==> src/logic/front_panel_pkg.sv <==
`default_nettype none
package front_panel_pkg;

	// ==========================================================
	// Timing
	localparam int CLK_HZ = 10_000_000;
	localparam int HOLD_TIME_MS = 3000;
	localparam int HOLD_CYCLES = HOLD_TIME_MS * (CLK_HZ / 1000);
	localparam int BLINK_HALF_MS = 250;
	localparam int BLINK_HALF_CYCLES = BLINK_HALF_MS * (CLK_HZ / 1000);
	localparam int ERR_FLASH_COUNT = 5;
	localparam logic [3:0] FLASH_HALVES = 4'(2 * ERR_FLASH_COUNT);

	// ==========================================================
	// Addressing
	localparam logic [3:0] IP_POS_DHCP = 4'h0;
	localparam logic [3:0] IP_POS_SOFT = 4'h1;
	localparam logic [31:0] SOFT_ADDR_DEFAULT = 32'hC0A80165;
	localparam logic [31:0] SWITCH_ADDR_BASE = 32'hC0A80064;
	localparam logic [15:0] LINK_LOCAL_PREFIX = 16'hA9FE;
	localparam logic [31:0] SUBNET_MASK = 32'hFFFFFF00;

	// ==========================================================
	// Switch selections (two BCD digits)
	localparam logic [7:0] SEL_FBUS_CHANGE = 8'h89;
	localparam logic [3:0] SEL_RATE_UPPER = 4'h9;
	localparam logic [3:0] SEL_RATE_LOWER_MAX = 4'h4;

	// ==========================================================
	// CAN bit-rate parameter codes, kbit/s
	localparam logic [10:0] RATE_AUTO = 11'h000;
	localparam logic [10:0] RATE_125 = 11'h07D;
	localparam logic [10:0] RATE_250 = 11'h0FA;
	localparam logic [10:0] RATE_500 = 11'h1F4;
	localparam logic [10:0] RATE_1000 = 11'h3E8;

	localparam logic FBUS_OTHER = 1'h0;
	localparam logic FBUS_CAN = 1'h1;

	// ==========================================================
	// Parameter indexes on the Modbus side
	localparam logic [1:0] PARAM_FBUS = 2'h0;
	localparam logic [1:0] PARAM_RATE = 2'h1;
	localparam logic [1:0] PARAM_ADDR = 2'h2;
	localparam logic [1:0] PARAM_ACTIVE_ADDR = 2'h3;

	// ==========================================================
	// Display
	localparam logic [1:0] DISP_BLANK = 2'h0;
	localparam logic [1:0] DISP_ADDR = 2'h1;
	localparam logic [1:0] DISP_TEXT = 2'h2;
	localparam logic [1:0] DISP_VALUE = 2'h3;
	localparam logic [7:0] TXT_CAN_CHANGE = 8'hC0;
	localparam logic [7:0] TXT_FAILURE = 8'hEF;
	localparam logic [7:0] TXT_ERR_ENABLED = 8'hE1;
	localparam logic [7:0] TXT_ERR_STORE = 8'hE2;
	localparam logic [7:0] TXT_ERR_SELECT = 8'hE3;

	typedef struct packed {
		logic [1:0] kind;
		logic [7:0] code;
		logic lit;
	} display_t;

	typedef struct packed {
		logic valid;
		logic write;
		logic [1:0] index;
		logic [31:0] data;
	} modbus_req_t;

	function automatic logic [10:0] rate_of(input logic [3:0] lower);
		case (lower)
			4'h0: rate_of = RATE_AUTO;
			4'h1: rate_of = RATE_125;
			4'h2: rate_of = RATE_250;
			4'h3: rate_of = RATE_500;
			default: rate_of = RATE_1000;
		endcase
	endfunction

	function automatic logic rate_valid(input logic [10:0] r);
		rate_valid = (r == RATE_AUTO) || (r == RATE_125) || (r == RATE_250) || (r == RATE_500) ||
			(r == RATE_1000);
	endfunction

endpackage
`default_nettype wire

==> src/logic/front_panel_network_config.sv <==
`default_nettype none
// Behaviour
// Position 0: DHCP, else 169.254 link-local
// Position 1: software address, default 192.168.1.101
// Positions 2-9: address 192.168.0.10n
// Show address at power-on, cable connect only
// Switch changes apply after power cycle
// Mask 255.255.255.0; peer shares three octets
// Link and run lamps follow status
// Modbus client reads and writes parameters
// 89 plus 3 s hold: CAN, save
// Show CAN indication, then restore display
// Failed type change shows failure indication
// Bit-rate codes 0 auto, 125-1000 fixed
// Values 90-94 select auto through 1000
// Fixed rate: boot-up at stored rate
// Auto: wait frame, boot-up at measured rate
// Detected rate storable; else detect each start
// Auto detection only while drive disabled
// Held rate value: blink, write, save all
// Failures flash code five times: 1,2,3
// Sample switches at qualified hold; ignore short
module front_panel_network_config #(
	parameter int HOLD_CYCLES = front_panel_pkg::HOLD_CYCLES,
	parameter int BLINK_HALF_CYCLES = front_panel_pkg::BLINK_HALF_CYCLES,
	parameter logic [15:0] LINK_LOCAL_HOST = 16'h0101
) (
	input wire logic clk,
	input wire logic reset,
	input wire logic clkEn,
	input wire logic [3:0] ipSelectSwitch,
	input wire logic [3:0] upperDigitSwitch,
	input wire logic [3:0] lowerDigitSwitch,
	input wire logic configButton,
	input wire logic cableConnected,
	input wire logic linkActive,
	input wire logic commRunning,
	input wire logic driveEnabled,
	input wire logic dhcpBound,
	input wire logic [31:0] dhcpAddr,
	input wire logic dhcpFailed,
	input wire logic [31:0] peerAddr,
	input wire logic nvFieldbusType,
	input wire logic [10:0] nvCanBitrate,
	input wire logic [31:0] nvStaticAddr,
	input wire logic nvSaveDone,
	input wire logic nvSaveOk,
	input wire logic canFrameValid,
	input wire logic [10:0] measuredRateKbps,
	input wire logic storeDetectedRate,
	input wire front_panel_pkg::modbus_req_t mbReq,
	output logic [31:0] ipAddr,
	output logic [31:0] subnetMask,
	output logic peerReachable,
	output front_panel_pkg::display_t display,
	output logic fieldbusTypeParam,
	output logic [10:0] canBitrateParam,
	output logic nonvolatileSaveCmd,
	output logic activeFieldbusType,
	output logic linkLamp,
	output logic runLamp,
	output logic canBootupSend,
	output logic [10:0] canBootupRate,
	output logic autoDetectActive,
	output logic mbAck,
	output logic [31:0] mbRdata
);
	localparam logic [31:0] BLINK_LAST = 32'(BLINK_HALF_CYCLES - 1);

	typedef enum logic [5:0] {
		ST_START = 6'b000001,
		ST_IDLE = 6'b000010,
		ST_CAN_CHANGE = 6'b000100,
		ST_RATE_SAVE = 6'b001000,
		ST_ERR_FLASH = 6'b010000,
		ST_FAIL = 6'b100000
	} state_e_t;

	typedef struct packed {
		state_e_t st;
		logic [3:0] ipSel;
		logic [31:0] ipAddr;
		logic [31:0] mask;
		logic peerOk;
		logic [31:0] softAddr;
		logic fbParam;
		logic activeFb;
		logic [10:0] rateParam;
		logic [10:0] activeRate;
		front_panel_pkg::display_t disp;
		front_panel_pkg::display_t baseDisp;
		logic cablePrev;
		logic nvSave;
		logic [31:0] blinkCnt;
		logic [3:0] flashCnt;
		logic linkLamp;
		logic runLamp;
		logic bootDone;
		logic bootSend;
		logic [10:0] bootRate;
		logic autoDetect;
		logic mbAck;
		logic [31:0] mbRdata;
	} state_t;

	state_t q;
	state_t d;
	logic holdQualified;
	logic [7:0] sel;

	assign sel = {upperDigitSwitch, lowerDigitSwitch};

	hold_timer #(
		.HOLD_CYCLES(HOLD_CYCLES)
	) holdTimer (
		.clk(clk),
		.reset(reset),
		.clkEn(clkEn),
		.button(configButton),
		.qualified(holdQualified)
	);

	// ==========================================================
	// Next state
	always_comb begin
		d = q;
		d.nvSave = 1'b0;
		d.bootSend = 1'b0;
		d.mbAck = 1'b0;
		// lamps track link and run status
		d.linkLamp = linkActive;
		d.runLamp = commRunning;
		d.cablePrev = cableConnected;
		// peer subnet check
		d.peerOk = (peerAddr[31:8] == q.ipAddr[31:8]) && (peerAddr[7:0] != q.ipAddr[7:0]);
		// DHCP then link-local
		case (q.ipSel)
			front_panel_pkg::IP_POS_DHCP: begin
				if (dhcpBound) begin
					d.ipAddr = dhcpAddr;
				end else if (dhcpFailed) begin
					d.ipAddr = {front_panel_pkg::LINK_LOCAL_PREFIX, LINK_LOCAL_HOST};
				end
			end
			// software static address
			front_panel_pkg::IP_POS_SOFT: d.ipAddr = q.softAddr;
			// switch static address
			default: d.ipAddr = front_panel_pkg::SWITCH_ADDR_BASE + {28'h0, q.ipSel};
		endcase
		// address shown on connect, none without cable
		if (!cableConnected) begin
			d.baseDisp = '{kind: front_panel_pkg::DISP_BLANK, code: 8'h00, lit: 1'b0};
		end else if (!q.cablePrev) begin
			d.baseDisp = '{kind: front_panel_pkg::DISP_ADDR, code: 8'h00, lit: 1'b1};
		end
		// Modbus parameter access
		if (mbReq.valid) begin
			d.mbAck = 1'b1;
			d.mbRdata = 32'h0;
			case (mbReq.index)
				front_panel_pkg::PARAM_FBUS: begin
					d.mbRdata = {31'h0, q.fbParam};
					if (mbReq.write) begin
						d.fbParam = mbReq.data[0];
					end
				end
				front_panel_pkg::PARAM_RATE: begin
					d.mbRdata = {21'h0, q.rateParam};
					// only listed codes accepted
					if (mbReq.write && front_panel_pkg::rate_valid(mbReq.data[10:0])) begin
						d.rateParam = mbReq.data[10:0];
					end
				end
				front_panel_pkg::PARAM_ADDR: begin
					d.mbRdata = q.softAddr;
					if (mbReq.write) begin
						d.softAddr = mbReq.data;
					end
				end
				default: d.mbRdata = q.ipAddr;
			endcase
		end
		// Blink timebase
		if (q.st == ST_RATE_SAVE || q.st == ST_ERR_FLASH) begin
			if (q.blinkCnt == BLINK_LAST) begin
				d.blinkCnt = 32'h0;
				d.disp.lit = !q.disp.lit;
			end else begin
				d.blinkCnt = q.blinkCnt + 32'h1;
			end
		end
		case (q.st)
			ST_START: begin
				// catch switch and stored settings once
				d.ipSel = ipSelectSwitch;
				d.mask = front_panel_pkg::SUBNET_MASK;
				d.fbParam = nvFieldbusType;
				d.activeFb = nvFieldbusType;
				d.rateParam = nvCanBitrate;
				d.activeRate = nvCanBitrate;
				d.softAddr = nvStaticAddr;
				d.ipAddr = 32'h0;
				d.baseDisp = '{kind: cableConnected ? front_panel_pkg::DISP_ADDR : front_panel_pkg::DISP_BLANK,
					code: 8'h00, lit: cableConnected};
				d.st = ST_IDLE;
			end
			ST_IDLE: begin
				d.disp = d.baseDisp;
				d.blinkCnt = 32'h0;
				// switches sampled at qualified hold
				if (holdQualified) begin
					if (sel == front_panel_pkg::SEL_FBUS_CHANGE) begin
						// switch to CAN and save
						d.fbParam = front_panel_pkg::FBUS_CAN;
						d.nvSave = 1'b1;
						d.disp = '{kind: front_panel_pkg::DISP_TEXT, code: front_panel_pkg::TXT_CAN_CHANGE, lit: 1'b1};
						d.st = ST_CAN_CHANGE;
					end else if (upperDigitSwitch == front_panel_pkg::SEL_RATE_UPPER) begin
						d.flashCnt = 4'h0;
						d.disp.lit = 1'b1;
						d.disp.kind = front_panel_pkg::DISP_TEXT;
						if (lowerDigitSwitch > front_panel_pkg::SEL_RATE_LOWER_MAX) begin
							// invalid selection
							d.disp.code = front_panel_pkg::TXT_ERR_SELECT;
							d.st = ST_ERR_FLASH;
						end else if (driveEnabled) begin
							// drive enabled
							d.disp.code = front_panel_pkg::TXT_ERR_ENABLED;
							d.st = ST_ERR_FLASH;
						end else begin
							// digit selects rate code
							d.rateParam = front_panel_pkg::rate_of(lowerDigitSwitch);
							d.nvSave = 1'b1;
							d.disp = '{kind: front_panel_pkg::DISP_VALUE, code: sel, lit: 1'b1};
							d.st = ST_RATE_SAVE;
						end
					end
				end
			end
			ST_CAN_CHANGE: begin
				// indication held until save ends
				if (nvSaveDone) begin
					if (nvSaveOk) begin
						d.st = ST_IDLE;
					end else begin
						// failure indication
						d.fbParam = q.activeFb;
						d.disp = '{kind: front_panel_pkg::DISP_TEXT, code: front_panel_pkg::TXT_FAILURE, lit: 1'b1};
						d.st = ST_FAIL;
					end
				end
			end
			ST_RATE_SAVE: begin
				// blink value while saving
				if (nvSaveDone) begin
					if (nvSaveOk) begin
						d.st = ST_IDLE;
					end else begin
						d.blinkCnt = 32'h0;
						d.flashCnt = 4'h0;
						d.disp = '{kind: front_panel_pkg::DISP_TEXT, code: front_panel_pkg::TXT_ERR_STORE, lit: 1'b1};
						d.st = ST_ERR_FLASH;
					end
				end
			end
			ST_ERR_FLASH: begin
				// five flashes then back
				if (q.blinkCnt == BLINK_LAST) begin
					d.flashCnt = q.flashCnt + 4'h1;
					if (q.flashCnt == front_panel_pkg::FLASH_HALVES - 4'h1) begin
						d.st = ST_IDLE;
					end
				end
			end
			ST_FAIL: d.st = ST_FAIL;
			default: d.st = ST_IDLE;
		endcase
		// boot-up message after start
		if (q.st != ST_START && !q.bootDone && q.activeFb == front_panel_pkg::FBUS_CAN) begin
			if (q.activeRate != front_panel_pkg::RATE_AUTO) begin
				d.bootSend = 1'b1;
				d.bootRate = q.activeRate;
				d.bootDone = 1'b1;
			end else begin
				// detection only when disabled
				d.autoDetect = !driveEnabled;
				if (canFrameValid && !driveEnabled) begin
					d.bootSend = 1'b1;
					d.bootRate = measuredRateKbps;
					d.bootDone = 1'b1;
					d.autoDetect = 1'b0;
				end
			end
		end
		// store detected rate on request
		if (storeDetectedRate && q.bootDone && q.activeRate == front_panel_pkg::RATE_AUTO) begin
			d.rateParam = q.bootRate;
			d.nvSave = 1'b1;
		end
		if (reset) begin
			d = '0;
			d.st = ST_START;
		end
	end

	always_ff @(posedge clk) begin
		if (reset || clkEn) begin
			q <= d;
		end
	end

	// ==========================================================
	// Outputs
	assign ipAddr = q.ipAddr;
	assign subnetMask = q.mask;
	assign peerReachable = q.peerOk;
	assign display = q.disp;
	assign fieldbusTypeParam = q.fbParam;
	assign canBitrateParam = q.rateParam;
	assign nonvolatileSaveCmd = q.nvSave;
	assign activeFieldbusType = q.activeFb;
	assign linkLamp = q.linkLamp;
	assign runLamp = q.runLamp;
	assign canBootupSend = q.bootSend;
	assign canBootupRate = q.bootRate;
	assign autoDetectActive = q.autoDetect;
	assign mbAck = q.mbAck;
	assign mbRdata = q.mbRdata;
endmodule
`default_nettype wire

==> src/logic/hold_timer.sv <==
`default_nettype none
module hold_timer #(
	parameter int HOLD_CYCLES = front_panel_pkg::HOLD_CYCLES
) (
	input wire logic clk,
	input wire logic reset,
	input wire logic clkEn,
	input wire logic button,
	output logic qualified
);
	localparam int W = $clog2(HOLD_CYCLES + 1);
	localparam logic [W-1:0] LAST = W'(HOLD_CYCLES - 1);

	typedef struct packed {
		logic [W-1:0] count;
		logic armed;
		logic pulse;
	} timer_t;

	timer_t q;
	timer_t d;

	always_comb begin
		d = q;
		d.pulse = 1'b0;
		if (reset) begin
			d = '0;
			d.armed = 1'b1;
		end else if (!button) begin
			// Release before the hold time ends drops the press
			d.count = '0;
			d.armed = 1'b1;
		end else if (q.armed) begin
			if (q.count == LAST) begin
				d.pulse = 1'b1;
				d.armed = 1'b0;
			end else begin
				d.count = q.count + W'(1);
			end
		end
	end

	always_ff @(posedge clk) begin
		if (reset || clkEn) begin
			q <= d;
		end
	end

	assign qualified = q.pulse;
endmodule
`default_nettype wire
==> config.mk <==
export PLATFORM = sky130hd
export DESIGN_NAME = front_panel_network_config
export DESIGN_NICKNAME = d
export VERILOG_FILES = /design/src/logic/front_panel_pkg.sv /design/src/logic/front_panel_network_config.sv /design/src/logic/hold_timer.sv
export SDC_FILE = /design/constraint.sdc
export NUM_CORES = 1
export LEC_CHECK = 0
export BUFFER_PORTS_ARGS = -buffer_cell sky130_fd_sc_hd__buf_2
export CAP_MARGIN = 5
export CORE_ASPECT_RATIO = 1.4
export CORE_MARGIN = 2
export CORE_UTILIZATION = 45
export CTS_CLUSTER_SIZE = 40
export DETAILED_ROUTE_END_ITERATION = 12
export GPL_TIMING_DRIVEN = 0
export HOLD_SLACK_MARGIN = 0.06
export PLACE_DENSITY = 0.69
export SYNTH_ARGS = -nofsm -noshare
export SYNTH_HDL_FRONTEND = slang
export SYNTH_SLANG_ARGS = --single-unit
==> constraint.sdc <==
create_clock -name clk -period 5 [get_ports clk]
set_input_delay 0.5 -clock clk [delete_from_list [all_inputs] [get_ports clk]]
set_output_delay 0.5 -clock clk [all_outputs]
set_load 0.05 [all_outputs]
# Word level (Yosys, flattened, before mapping)
# Index checks and enable logic that the tools add are counted.
# op_classes
add_sub_neg	4
n_lt_le_gt_ge	1
n_eq_ne	38
muxes	84
bitwise_logic	3
n_reduce_logical	45
# ops
cell	n
32-bit two-way mux	7
11-bit two-way mux	20
32-bit case mux with 2 select lines	2
32-bit case mux with 3 select lines	1
36-bit two-way mux	2
68-bit two-way mux	1
33-bit two-way mux	2
6-bit two-way mux	8
10-bit case mux with 4 select lines	1
11-bit case mux with 3 select lines	1
31-bit by 5-bit adder with 32-bit output (first input constant)	1
32-bit by 1-bit adder with 32-bit output (second input constant)	1
32-bit by 22-bit == test with 1-bit output (second input constant)	1
6-bit case mux with 5 select lines	1
14-bit two-way mux	2
27-bit two-way mux	1
25-bit by 1-bit adder with 25-bit output (second input constant)	1
25-bit == test (second input constant)	1
25-bit two-way mux	1
24-bit == test	1
11-bit logical NOT	2
11-bit case mux with 2 select lines	1
3-bit != test (second input constant)	7
1-bit two-way mux	20
other kinds (49)	89
# totals
register_bits	259
word_cells	206

# Longest topological paths before layout
# Gate-level depths: netlist of run 1.
# depth
ltp_word	16
mapped_depth	8
ltp_nobuf	7

# Cells and area by module
# Synthesis of run 1 repeated with hierarchy kept, for this count alone.
# hier_totals
cells_unflattened	1220
hier_area_um2	13312.8
# by_module_without_submodules
module	n_inst	cells_each	area_per_inst_um2
front_panel_network_config	1	1075	11778.8
hold_timer	1	145	1534.0

# Least setup slack after synthesis of run 1
# Ideal clock, no wire load.
# synth_timing
path_kind	reg2reg
from	register q[239] (netlist bit)
to	register q (netlist bit ipAddr[0]) (enable)
setup_time_ps	421
arrival_time_ps	3077
slack_ps	1502
path_stages_with_launch	8
n_path_buf	1
synth_period_minus_slack_ps	3498
path_cell_list	edfxtp_1 clkbuf_1 or4_1 nor2_2 nor2_1 nand2_1 nor4_1 nor2_1
# synth_via
elab_chain_len	3
# synth_lines
item	line_no	rtl
start: declaration	front_panel_network_config.sv:106	state_t q;
start signal: assignment	front_panel_network_config.sv:308	q <= d;
6-bit by 1-bit == test with 1-bit output	front_panel_network_config.sv:192	case (q.st)
5-bit != test (no source line)	-	
2-bit AND reduction (no source line)	-	
# No other way between the ends.
# A chain may end at the register's enable or synchronous reset.

# Worst setup path in the final report of run 1
# layout_timing
from	register q[236] (netlist bit)
to	register q[145] (netlist bit) (enable)
# layout_via
elab_chain_len	3
# layout_lines
item	line_no
6-bit by 1-bit == test with 1-bit output (*)	front_panel_network_config.sv:192
3-bit nonzero test (no source line)	-
4-bit AND reduction (no source line) (*)	-
# Mark *: on every way between the ends. The rest lies on a longest branch, timed or not.

==> results of run 1 <==
==> area by class of cell <==
class,count,area (sq um)
Buffer,192,1220
Clock inverter,14,145
Fill cell,2578,12900
Tap cell,380,475
Inverter,22,85.1
Sequential cell,236,7090
Timing Repair Buffer,311,1600
Multi-Input combinational cell,802,4990
Antenna cell,5,12.5
Clock buffer,28,637
==> worst max path at each step <==
stage / slack [ps] / startpoint / cells past startpoint / endpoint
CTS: 1590 / q[239]$_SDFFCE_PP0P_ / 7 / ipAddr[5]$_SDFFCE_PN0P_
finish: 1570 / q[236]$_SDFFCE_PP0P_ / 7 / q[145]$_SDFFCE_PP0P_
detailed placement: 1270 / reset / 5 / mbRdata[21]$_SDFFCE_PP0P_
global route: 1270 / q[236]$_SDFFCE_PP0P_ / 7 / q[149]$_SDFFCE_PP0P_
floorplan: 1500 / q[239]$_SDFFCE_PP0P_ / 7 / ipAddr[0]$_SDFFCE_PN0P_
global placement: 210 / reset / 5 / holdTimer.q[14]$_SDFFCE_PP0P_
==> power by group <==
| group | leakage [nW] | switching, mW | total (mW) | internal [mW] |
|---|---|---|---|---|
| Sequential | 2.52 | 0.152 | 2.53 | 2.38 |
| Clock | 0.382 | 0.761 | 1.82 | 1.06 |
| Combinational | 3.83 | 0.749 | 1.14 | 0.391 |
| Total | 6.72 | 1.66 | 5.49 | 3.83 |
==> flip-flops by register name, summed over array words and instances, names as in the netlist, 11 cells and up <==
| signal | count |
|---|---|
| q | 102 |
| ipAddr | 32 |
| mbRdata | 32 |
| holdTimer.q | 26 |
| canBitrateParam | 11 |
| canBootupRate | 11 |
| display | 11 |
==> kinds of logic (layout without fill, tap and decap cells) <==
kind of cell             Yosys count  in the layout
XOR/XNOR                          87             87
buffers and inverters            214            567
flip-flops                       236            236
AND/OR/NAND/NOR                  465            465
AO/OA/AOI/OAI                    196            196
adder cells (fa/ha/maj)            6              6
other                              1             13
multiplexers                      40             40
==> worst max-delay path, delay by kind of cell (launching register included) <==
family / cells / cell delay (ps)
AOI/OAI and AO/OA: 1 / 150
buffers and inverters: 2 / 790
DFF: 1 / 420
and+or+nand+nor: 4 / 1670
==> per-layer routing <==
layer	global-route usage, %	vias to the layer above
met5	0	-
li1	-	5112
met1	30.6	5161
met3	3.78	72
met2	45.5	523
met4	8.90	0
==> through the flow <==
step                      hold WS [ps]  instance area (sq um)  power (mW)  worst slack [ps]
after floorplan                    533                  13400        3.33              1500
final                              191                  16300        5.49              1570
after detailed placement           554                  15400        3.70              1270
after global placement             547                  15400        3.68               208
after global routing               193                  16300        5.67              1270
after CTS                          184                  16200        5.50              1590
==> synth_stat cells, types with 28 or more instances <==
cell,number,area [sq um]
nand4_1,30,188
xor2_1,46,403
clkbuf_1,50,188
xnor2_1,41,359
edfxtp_1,236,7090
nor2_1,181,679
nand3_1,33,165
o21ai_0,30,150
nand2_1,66,248
buf_4,129,968
a21oi_1,37,185
a22o_1,33,289
mux2i_1,28,280
==> results by group, run 1 <==
Die
  • Die Footprint: 0.0310 sq mm
  • Row count: 74
  • I/O Pins: 319
  • Die Span X: 149 um
  • Starting density of the core: 45.7%
  • CORE AREA: 0.0292 sq mm
  • Vert. Die Dim: 208 um

Logic synthesis
  • Post-synth EDFFs: 236
  • Cells after Synth: 1245
  • Synthesized area: 0.0133 sq mm
  • Synth Area in Adders: 0.563%
  • Largest family of logic cells by synthesized area: simple AND/OR/NAND/NOR gates
  • Synth Register Bits: 236
  • Synthesis Warnings: 0
  • Number of distinct library cells after synthesis: 68
  • Fraction of synthesized cell area in xor and xnor cells: 5.72%
  • Post-synthesis mux area share: 3.20%
  • Top_reg_cell synth: edfxtp_1
  • Fraction of registers with async set/reset: 0%
  • Syn avg cell area: between 10 and 15 sq um
  • Sequential cell area fraction in the yosys report: 53.2%
  • Simple-gate share of the synthesized area: between 15 and 20%
  • Compound-gate portion of the synthesized area: 10.3%

Placement
  • GP Congestion: roughly 0.96
  • Hpwl dp: 31800 um
  • Port-buffer cells: approximately 310
  • Dpl cells: 1942

Final layout
  • Commonest non-fill, non-tap cell in the layout: buf_2
  • Nets: 1776
  • Most frequent cells in the layout: buf_2 (314), edfxtp_1 (236), nor2_1 (178)
  • Layout cells sized above 1: 32.2%
  • Post-route insts no fill: about 2000
  • Layout Area Growth over Synthesis: 21.9%
  • Post-Route Utilization: 55.7%

Setup path
  • Dominant cell type by count on the critical path: clkbuf_1
  • Crit Path Class: flip-flop to flip-flop
  • Reg2reg setup slack: 1570 ps
  • RR Startpoint: q[236]$_SDFFCE_PP0P_
  • CP arrival: 3570 ps
  • Worst-path maximum fanout: 32
  • Cells on worst reg2reg path: 7
  • Worst path slowest cell: nor2_4
  • Worst EP required: 5140 ps
  • Critical path endpoint category: flip-flop
  • RR Endpoint: q[145]$_SDFFCE_PP0P_
  • CP Cell Sequence: clkbuf_1 > nor4_1 > nand2_1 > nand2b_1 > clkbuf_1 > a31oi_1 > nor2_4
  • Slowest Stage Delay on Critical Path: around 750 ps
  • Critical Path Source Type: flip-flop

Global route
  • Global-route congestion overflow total: 0
  • Vias in the first global route: roughly 11000
  • Largest net degree at the start of global routing: 66
  • Initial antenna violation count: 4
  • First-pass GRT wire length: 60600 um
  • Total GRT Usage: approximately 25%

Route
  • Post-route ant nets: 0
  • M1 WL: around 15000 um
  • Via density: 5.46
  • Met3 WL: 3210 um
  • Initial DRC count: 816
  • Routed vias: 10900
  • Final wirelength: just over 40000 um
  • Pre-Repair DR Iteration Count: 7
  • DR WL met2: 21100 um
  • DR WL/cell: ~20 um
  • DRC viols: 0
  • Highest metal used: met4

STA
  • Setup TNS: 0 ps
  • Endpoints failing hold: 0
  • Rel. slew slack: approximately a quarter
  • Final setup viols: 0
  • Clk_skew: 11.2 ps
  • RSZ-0062 raised after global routing: no
  • Slew @ Worst Pin: between 1000 and 1500 ps
  • Max Fclk: 291 MHz
  • Max-slew violations: 0
  • Minimum clock period: 3430 ps
  • Final period utilization: 68.7%

Pwr
  • Worst VDD drop: ~0.24 mV
  • Pleak: a little under 7 nW
  • Power per Cell Area: 338 mW/mm^2

Clock tree
  • Clk sink count: 236
  • Post-CTS Hold Fix Bufs: 0
  • Post-CTS resize count: 0
  • Latest clock arrival within the worst-skew pair: 520 ps
  • Post-CTS Setup Bufs: 0
  • CTS tree: built
  • Worst-path clk slew: 60 ps
  • Clock Root Buffer: clkbuf_16
  • Num CTS Buffers: 24
  • Clock Tree Buf Depth: 3
  • H-tree Lvls: 1

Min path
  • Hold crit path type: input port to flip-flop
  • Hold Path Stages: 1
  • Worst min-delay path startpoint: reset
  • Worst Hold Path EP: q[234]$_SDFFCE_PP1P_

Outcome
  • Status: completed

Job
  • Max Cap Violations: 0
No activity file was read; power rests on OpenSTA's default activity.
==> run 2, diff against run 1 <==
clock period = 3.2 ns   (was 5 ns; I/O delays follow)
==> run 2 against run 1 <==
Compared with the run above:
- register-to-register slack got worse by 1300 ps
- first-iteration DRC count grew 19%
- wire length increased by 1.0%
- critical path type unchanged
- critical endpoint is now q[230]$_SDFFCE_PP0P_
- highest routed layer is now met5
==> results by group, run 2 (synthesis results as in run 1) <==
Placement
  • Post-Place Worst Slack: -408 ps (was 1270 ps)
  • Port-buffer cells: 307 (unchanged)
  • Dpl cells: 1940 (was 1942)
  • GP Congestion: 0.925 (was 0.959)
  • Dpl cell area: 0.0154 sq mm (about the same)
  • Hpwl dp: 31900 um (was 31800 um)

STA
  • Final period utilization: 92.6% (was 68.7%)
  • Rel. slew slack: 30.1% (was 24.7%)
  • Final worst slack: 235 ps (was 1570 ps)
  • Clk_skew: 13.2 ps (was 11.2 ps)
  • Minimum clock period: 2960 ps (was 3430 ps)
  • Max-slew violations: 0 (unchanged)
  • Final setup viols: 0 (unchanged)
  • Worst hold slack: 85.5 ps (was 191 ps)
  • Setup TNS: 0 ps (unchanged)
  • RSZ-0062 raised after global routing: no (unchanged)
  • Slew @ Worst Pin: 1050 ps (was 1130 ps)
  • Endpoints failing hold: 0 (unchanged)
  • Max Fclk: 337 MHz (was 291 MHz)

Die
  • Die Footprint: 0.0310 sq mm (unchanged)
  • CORE AREA: 0.0292 sq mm (unchanged)
  • Row count: 74 (unchanged)
  • Die Span X: 149 um (unchanged)
  • Vert. Die Dim: 208 um (unchanged)
  • Starting density of the core: 45.7% (unchanged)
  • I/O Pins: 319 (unchanged)

Final layout
  • Area of the multi-input gates: 0.00503 sq mm (was 0.00499 sq mm)
  • Commonest non-fill, non-tap cell in the layout: buf_2 (unchanged)
  • Max reg flops: 102 (unchanged)
  • Filler cells: 2552 (was 2578)
  • Layout cells sized above 1: 32.4% (was 32.2%)
  • Most frequent cells in the layout: buf_2 (314), edfxtp_1 (236), nor2_1 (176) (was buf_2 (314), edfxtp_1 (236), nor2_1 (178))
  • Post-Route Utilization: 56.0% (was 55.7%)
  • Post-route insts no fill: 1996 (was 1990)
  • Largest Register: q (unchanged)
  • Reg area: 0.00709 sq mm (unchanged)
  • Cell area after layout: 0.0163 sq mm (about the same)
  • Nets: 1779 (was 1776)
  • Layout Area Growth over Synthesis: 22.6% (was 21.9%)

Pwr
  • Switching part of the total power: 30.3% (was 30.2%)
  • Total power: 8.61 mW (was 5.49 mW)
  • Worst VDD drop: 0.337 mV (was 0.236 mV)
  • Power per Cell Area: 527 mW/mm^2 (was 338 mW/mm^2)
  • Reg power frac: 45.8% (was 46.1%)
  • Clock power frac: 33.3% (was 33.2%)
  • Switch Pwr: 2.60 mW (was 1.66 mW)
  • Pleak: 6.76 nW (was 6.72 nW)
  • Internal: 6.00 mW (was 3.83 mW)
  • Combinational power share: 20.9% (was 20.8%)

Setup path
  • Dominant cell type by count on the critical path: clkbuf_1 (unchanged)
  • CP top delay family: simple AND/OR/NAND/NOR gates (unchanged)
  • CP Cell Sequence: clkbuf_1 > or4_1 > nor2_2 > nor2_1 > clkbuf_1 > nor2_4 (was clkbuf_1 > nor4_1 > nand2_1 > nand2b_1 > clkbuf_1 > a31oi_1 > nor2_4)
  • Worst path slowest cell: or4_1 (was nor2_4)
  • Cells on worst reg2reg path: 6 (was 7)
  • CP arrival: 3120 ps (was 3570 ps)
  • Slowest Stage Delay on Critical Path: 620 ps (was 750 ps)
  • Worst-path maximum fanout: 17 (was 32)
  • Critical Path Source Type: flip-flop (unchanged)
  • Crit Path Class: flip-flop to flip-flop (unchanged)
  • Worst EP required: 3350 ps (was 5140 ps)
  • Sum of buffers and inverters on the critical path: 2 (unchanged)
  • Critical path endpoint category: flip-flop (unchanged)
  • Worst path depth: 6 (was 7)

Global route
  • Largest net degree at the start of global routing: 66 (unchanged)
  • First-pass GRT wire length: 60400 um (was 60600 um)
  • Global-route congestion overflow total: 0 (unchanged)
  • Total GRT Usage: 25.5% (was 25.3%)
  • Vias in the first global route: 10500 (was 10600)
  • Initial antenna violation count: 7 (was 4)

Route
  • Via density: 5.52 (was 5.46)
  • Routed vias: 11000 (was 10900)
  • Pre-Repair DR Iteration Count: 5 (was 7)
  • Final wirelength: 41100 um (was 40700 um)
  • DRC viols: 0 (unchanged)
  • Post-route ant nets: 0 (unchanged)
  • DR WL/cell: 20.6 um (was 20.4 um)
  • Initial DRC count: 972 (was 816)

Min path
  • Hold crit path type: input port to flip-flop (unchanged)
  • Hold Path Stages: 2 (was 1)

Clock tree
  • Clock Root Buffer: clkbuf_16 (unchanged)
  • Clock Tree Buf Depth: 3 (unchanged)
  • H-tree Lvls: 1 (unchanged)
  • Worst-path clk slew: 60 ps (about the same)
  • Latest clock arrival within the worst-skew pair: 530 ps (was 520 ps)
  • Clk sink count: 236 (unchanged)
  • Num CTS Buffers: 24 (unchanged)
  • CTS tree: built (unchanged)

Outcome
  • Status: completed (unchanged)

Job
  • Max Cap Violations: 0 (unchanged)
run 2: cell types whose count changed in the layout (fill, tap and decap cells not counted), moves of 2 or more:
cell    delta
buf_12     +2
buf_6      -2
nor2_4     +3
nor2_1     -2
run 2: power groups by stage:
stage | clock, mW | sequential, mW | combinational, mW
4_1_cts | 2.88 | 3.94 | 1.78
2_1_floorplan | 0 | 3.95 | 1.25
6_report | 2.86 | 3.94 | 1.80
5_1_grt | 2.99 | 3.97 | 1.91
3_3_place_gp | 0 | 4.00 | 1.74
3_5_place_dp | 0 | 4.00 | 1.77
run 2: area by class of cell:
| type | instances | share of cell area (%) |
|---|---|---|
| clock inverter | 14 | 0.873 |
| antenna | 6 | 0.0919 |
| clock buffer | 30 | 3.94 |
| timing repair buffer | 312 | 10.0 |
| sequential | 236 | 43.4 |
| tap | 380 | 2.91 |
| multi-input combinational | 804 | 30.8 |
| buffer | 192 | 7.48 |
| inverter | 22 | 0.521 |
run 2: path summary, 6_finish.rpt:
check,from,end,slack [ps]
max,q[239]$_SDFFCE_PP0P_,q[230]$_SDFFCE_PP0P_,240
min,commRunning,runLamp$_SDFFCE_PP0N_,90
max reg2reg,q[239]$_SDFFCE_PP0P_,q[230]$_SDFFCE_PP0P_,240
min reg2reg,q[113]$_SDFFCE_PP0P_,canBootupRate[4]$_SDFFCE_PP0P_,570
run 2: timing repair:
item                                    CTS  global route
hold buffers                              1             0
pin swaps                                 0             2
gates resized for setup                   3             2
buffers inserted                          0             2
endpoints found under the setup margin   60            66
gates cloned                              1             1
endpoints found under the hold margin     1             0
run 2: per-layer routing:
metal	part of all wire, %	track usage [%]	vias to the layer above
li1	-	-	5153
met1	36	29.7	5227
met2	51	45.4	531
met3	8.3	4.62	112
met4	4.5	11.1	4
met5	0.061	0	-
run 2: worst register-to-register path: stages, from the launching register on:
cell and delay, ps:
edfxtp_1 350, clkbuf_1 210, or4_1 620, nor2_2 420, nor2_1 100, clkbuf_1 320, nor2_4 570
==> run 3, diff against run 2 <==
SYNTH_HIERARCHICAL = 1   (was unset)
==> run 3 against run 2 <==
Compared with the run above:
- core utilization shrank 0.43 points
- synthesized cell count decreased by 2.0%
- synthesized area is 0.15% lower
- wire length fell by 3.4%
- die area is 0.15% lower
- total power is 2.8% lower
- clock skew is essentially flat
- fmax fell by 1.7%
- critical path depth down 1
- first-iteration DRC count decreased by 26%
- sequential power about the same
==> results by group, run 3 <==
Logic synthesis
  • Most numerous cell in the Yosys netlist: edfxtp_1 (unchanged)
  • Commonest cells post-synth: edfxtp_1 (236), nor2_1 (177), buf_4 (129), nand2_1 (55), a21oi_1 (47) (was edfxtp_1 (236), nor2_1 (181), buf_4 (129), nand2_1 (66), clkbuf_1 (50))
  • Synthesis Warnings: 6 (was 0)
  • Synth top area cells: edfxtp_1 (53%), buf_4 (7.3%), nor2_1 (5.0%) (was edfxtp_1 (53%), buf_4 (7.3%), nor2_1 (5.1%))
  • Cells after Synth: 1220 (was 1245)
  • Synthesized area: 0.0133 sq mm (about the same)
  • Post-synth EDFFs: 236 (unchanged)
  • Top cell type's share of synthesized area: 53.2% (about the same)
  • Synth Register Bits: 236 (unchanged)
  • Dominant cell type by area after synthesis: edfxtp_1 (unchanged)
  • Syn avg cell area: 10.9 sq um (was 10.7 sq um)
  • Sequential cell area fraction in the yosys report: 53.2% (about the same)
  • Number of distinct library cells after synthesis: 74 (was 68)
  • Fraction of registers with async set/reset: 0% (unchanged)
  • Top_reg_cell synth: edfxtp_1 (unchanged)

Setup path
  • CP top delay family: simple AND/OR/NAND/NOR gates (unchanged)
  • Slowest Stage Delay on Critical Path: 650 ps (was 620 ps)
  • Worst-path maximum fanout: 10 (was 17)
  • Worst EP required: 3570 ps (was 3350 ps)
  • CP Cell Sequence: nor4_1 > nand2_1 > nor2_1 > clkbuf_1 > a22o_1 (was clkbuf_1 > or4_1 > nor2_2 > nor2_1 > clkbuf_1 > nor2_4)
  • Crit Path Class: flip-flop to flip-flop (unchanged)
  • CP arrival: 3390 ps (was 3120 ps)
  • Critical Path Source Type: flip-flop (unchanged)
  • Sum of buffers and inverters on the critical path: 1 (was 2)
  • Origin of the worst setup path: q[237]$_SDFFCE_PP0P_ (was q[239]$_SDFFCE_PP0P_)
  • RR Startpoint: q[237]$_SDFFCE_PP0P_ (was q[239]$_SDFFCE_PP0P_)
  • Worst path slowest cell: nor2_1 (was or4_1)
  • Critical path endpoint category: flip-flop (unchanged)
  • Reg2reg setup slack: 180 ps (was 240 ps)

Final layout
  • Cell area after layout: 0.0162 sq mm (was 0.0163 sq mm)
  • Max reg flops: 102 (unchanged)
  • Layout cells sized above 1: 33.1% (was 32.4%)
  • Most frequent cells in the layout: buf_2 (314), edfxtp_1 (236), nor2_1 (176) (unchanged)
  • Commonest non-fill, non-tap cell in the layout: buf_2 (unchanged)
  • Layout Area Growth over Synthesis: 21.8% (was 22.6%)
  • Largest Register: q (unchanged)
  • Nets: 1753 (was 1779)

Outcome
  • Status: completed (unchanged)

Pwr
  • Worst VDD drop: 0.352 mV (was 0.337 mV)
  • Power per Cell Area: 516 mW/mm^2 (was 527 mW/mm^2)
  • Total power: 8.37 mW (was 8.61 mW)
  • Pleak: 6.70 nW (was 6.76 nW)

Route
  • Final wirelength: 39700 um (was 41100 um)
  • Pre-Repair DR Iteration Count: 5 (unchanged)
  • DRC viols: 0 (unchanged)
  • Initial DRC count: 718 (was 972)
  • Routed vias: 10800 (was 11000)
  • Via density: 5.51 (was 5.52)
  • DR WL/cell: 20.2 um (was 20.6 um)
  • Post-route ant nets: 0 (unchanged)

Clock tree
  • H-tree Lvls: 1 (unchanged)
  • Latest clock arrival within the worst-skew pair: 520 ps (was 530 ps)
  • Worst-path clk slew: 70 ps (was 60 ps)
  • Clk sink count: 236 (unchanged)
  • Num CTS Buffers: 23 (was 24)
  • Clock Tree Buf Depth: 3 (unchanged)
  • CTS tree: built (unchanged)
  • Clock Root Buffer: clkbuf_16 (unchanged)

STA
  • Minimum clock period: 3020 ps (was 2960 ps)
  • Final period utilization: 94.3% (was 92.6%)
  • RSZ-0062 raised after global routing: yes (was no)
  • Rel. slew slack: 30.8% (was 30.1%)
  • Slew @ Worst Pin: 1030 ps (was 1050 ps)
  • Max-slew violations: 0 (unchanged)
  • Final setup viols: 0 (unchanged)
  • Setup TNS: 0 ps (unchanged)
  • Endpoints failing hold: 0 (unchanged)
  • Clk_skew: 13.3 ps (was 13.2 ps)
  • Max Fclk: 332 MHz (was 337 MHz)

Die
  • I/O Pins: 319 (unchanged)
  • Die Footprint: 0.0310 sq mm (about the same)
  • CORE AREA: 0.0292 sq mm (unchanged)
  • Die Span X: 149 um (about the same)
  • Row count: 74 (unchanged)
  • Vert. Die Dim: 208 um (about the same)
  • Starting density of the core: 45.6% (was 45.7%)

Global route
  • First-pass GRT wire length: 58800 um (was 60400 um)
  • Global-route congestion overflow total: 0 (unchanged)
  • Vias in the first global route: 10500 (about the same)
  • Total GRT Usage: 24.6% (was 25.5%)
  • Largest net degree at the start of global routing: 64 (was 66)
  • Initial antenna violation count: 10 (was 7)

Placement
  • Port-buffer cells: 308 (was 307)
  • Dpl cell area: 0.0155 sq mm (was 0.0154 sq mm)
  • GP Congestion: 0.913 (was 0.925)
  • Hpwl dp: 30800 um (was 31900 um)

Job
  • Max Cap Violations: 0 (unchanged)

Min path
  • Hold crit path type: input port to flip-flop (unchanged)
  • Worst min-delay path startpoint: ipSelectSwitch[0] (was commRunning)
run 3: cell families (layout without fill, tap and decap cells):
group	Yosys count	after routing	synth area share (%)
buf+inv	206	561	9.61
simple gates	450	450	17.5
compound gates	210	210	11.1
flops	236	236	53.2
mux	35	35	2.83
other cells	1	12	0.0282
xor+xnor	76	76	5.06
fa+ha+maj	6	6	0.564
run 3: path summary, 6_finish.rpt:
| check | endpoint | cells after the start |
|---|---|---|
| setup / recovery | q[139]$_SDFFCE_PP0P_ | 5 |
| hold / removal | q[230]$_SDFFCE_PP0P_ | 2 |
| setup reg to reg | q[139]$_SDFFCE_PP0P_ | 5 |
| hold reg to reg | canBootupRate[1]$_SDFFCE_PP0P_ | 2 |
run 3: what timing repair did:
item / CTS / global route
endpoints found under the setup margin: 0 / 35
endpoints found under the hold margin: 1 / 0
resized for setup: 0 / 1
buffers inserted: 0 / 3
hold buffers: 1 / 0
run 3: report_power, final:
part,leakage (nW),total [mW],internal [mW],switching (mW)
registers,2.52,3.97,3.72,0.246
logic,3.84,1.77,0.619,1.15
clock network,0.342,2.63,1.41,1.22
run 3: per-stage QoR:
| stage | utilization [%] | setup slack, ps | hold WS (ps) | instances |
|---|---|---|---|---|
| after CTS | 55.5 | 46.5 | 71.1 | 1959 |
| after floorplan | - | 296 | 419 | 1227 |
| after detailed placement | 53.0 | -202 | 557 | 1917 |
| after global placement | 52.7 | -982 | 550 | 1915 |
| final | 55.6 | 184 | 85.8 | 1966 |
| after global routing | 55.6 | -0.174 | 74.1 | 1966 |
run 3: per-layer routing:
layer / track usage [%] / vias to the layer above / wire length, um
met3: 5.16 / 97 / 3170
met1: 27.1 / 5178 / 14000
li1: - / 5097 / -
met5: 0 / - / 70
met2: 45.1 / 456 / 20800
met4: 10.7 / 12 / 1640
run 3: final cells by class:
| cell class | count | area (sq um) |
|---|---|---|
| Buffer | 184 | 1200 |
| Multi-Input combinational cell | 785 | 5020 |
| Clock buffer | 23 | 576 |
| Inverter | 22 | 85.1 |
| Tap cell | 380 | 475 |
| Fill cell | 2553 | 12900 |
| Sequential cell | 236 | 7090 |
| Timing Repair Buffer | 314 | 1630 |
| Clock inverter | 18 | 136 |
| Antenna cell | 4 | 10.0 |
run 3: worst reg2reg max path: stages (launching register included):
cell and delay (ps):
edfxtp_1 500, nor4_1 510, nand2_1 340, nor2_1 650, clkbuf_1 590, a22o_1 290
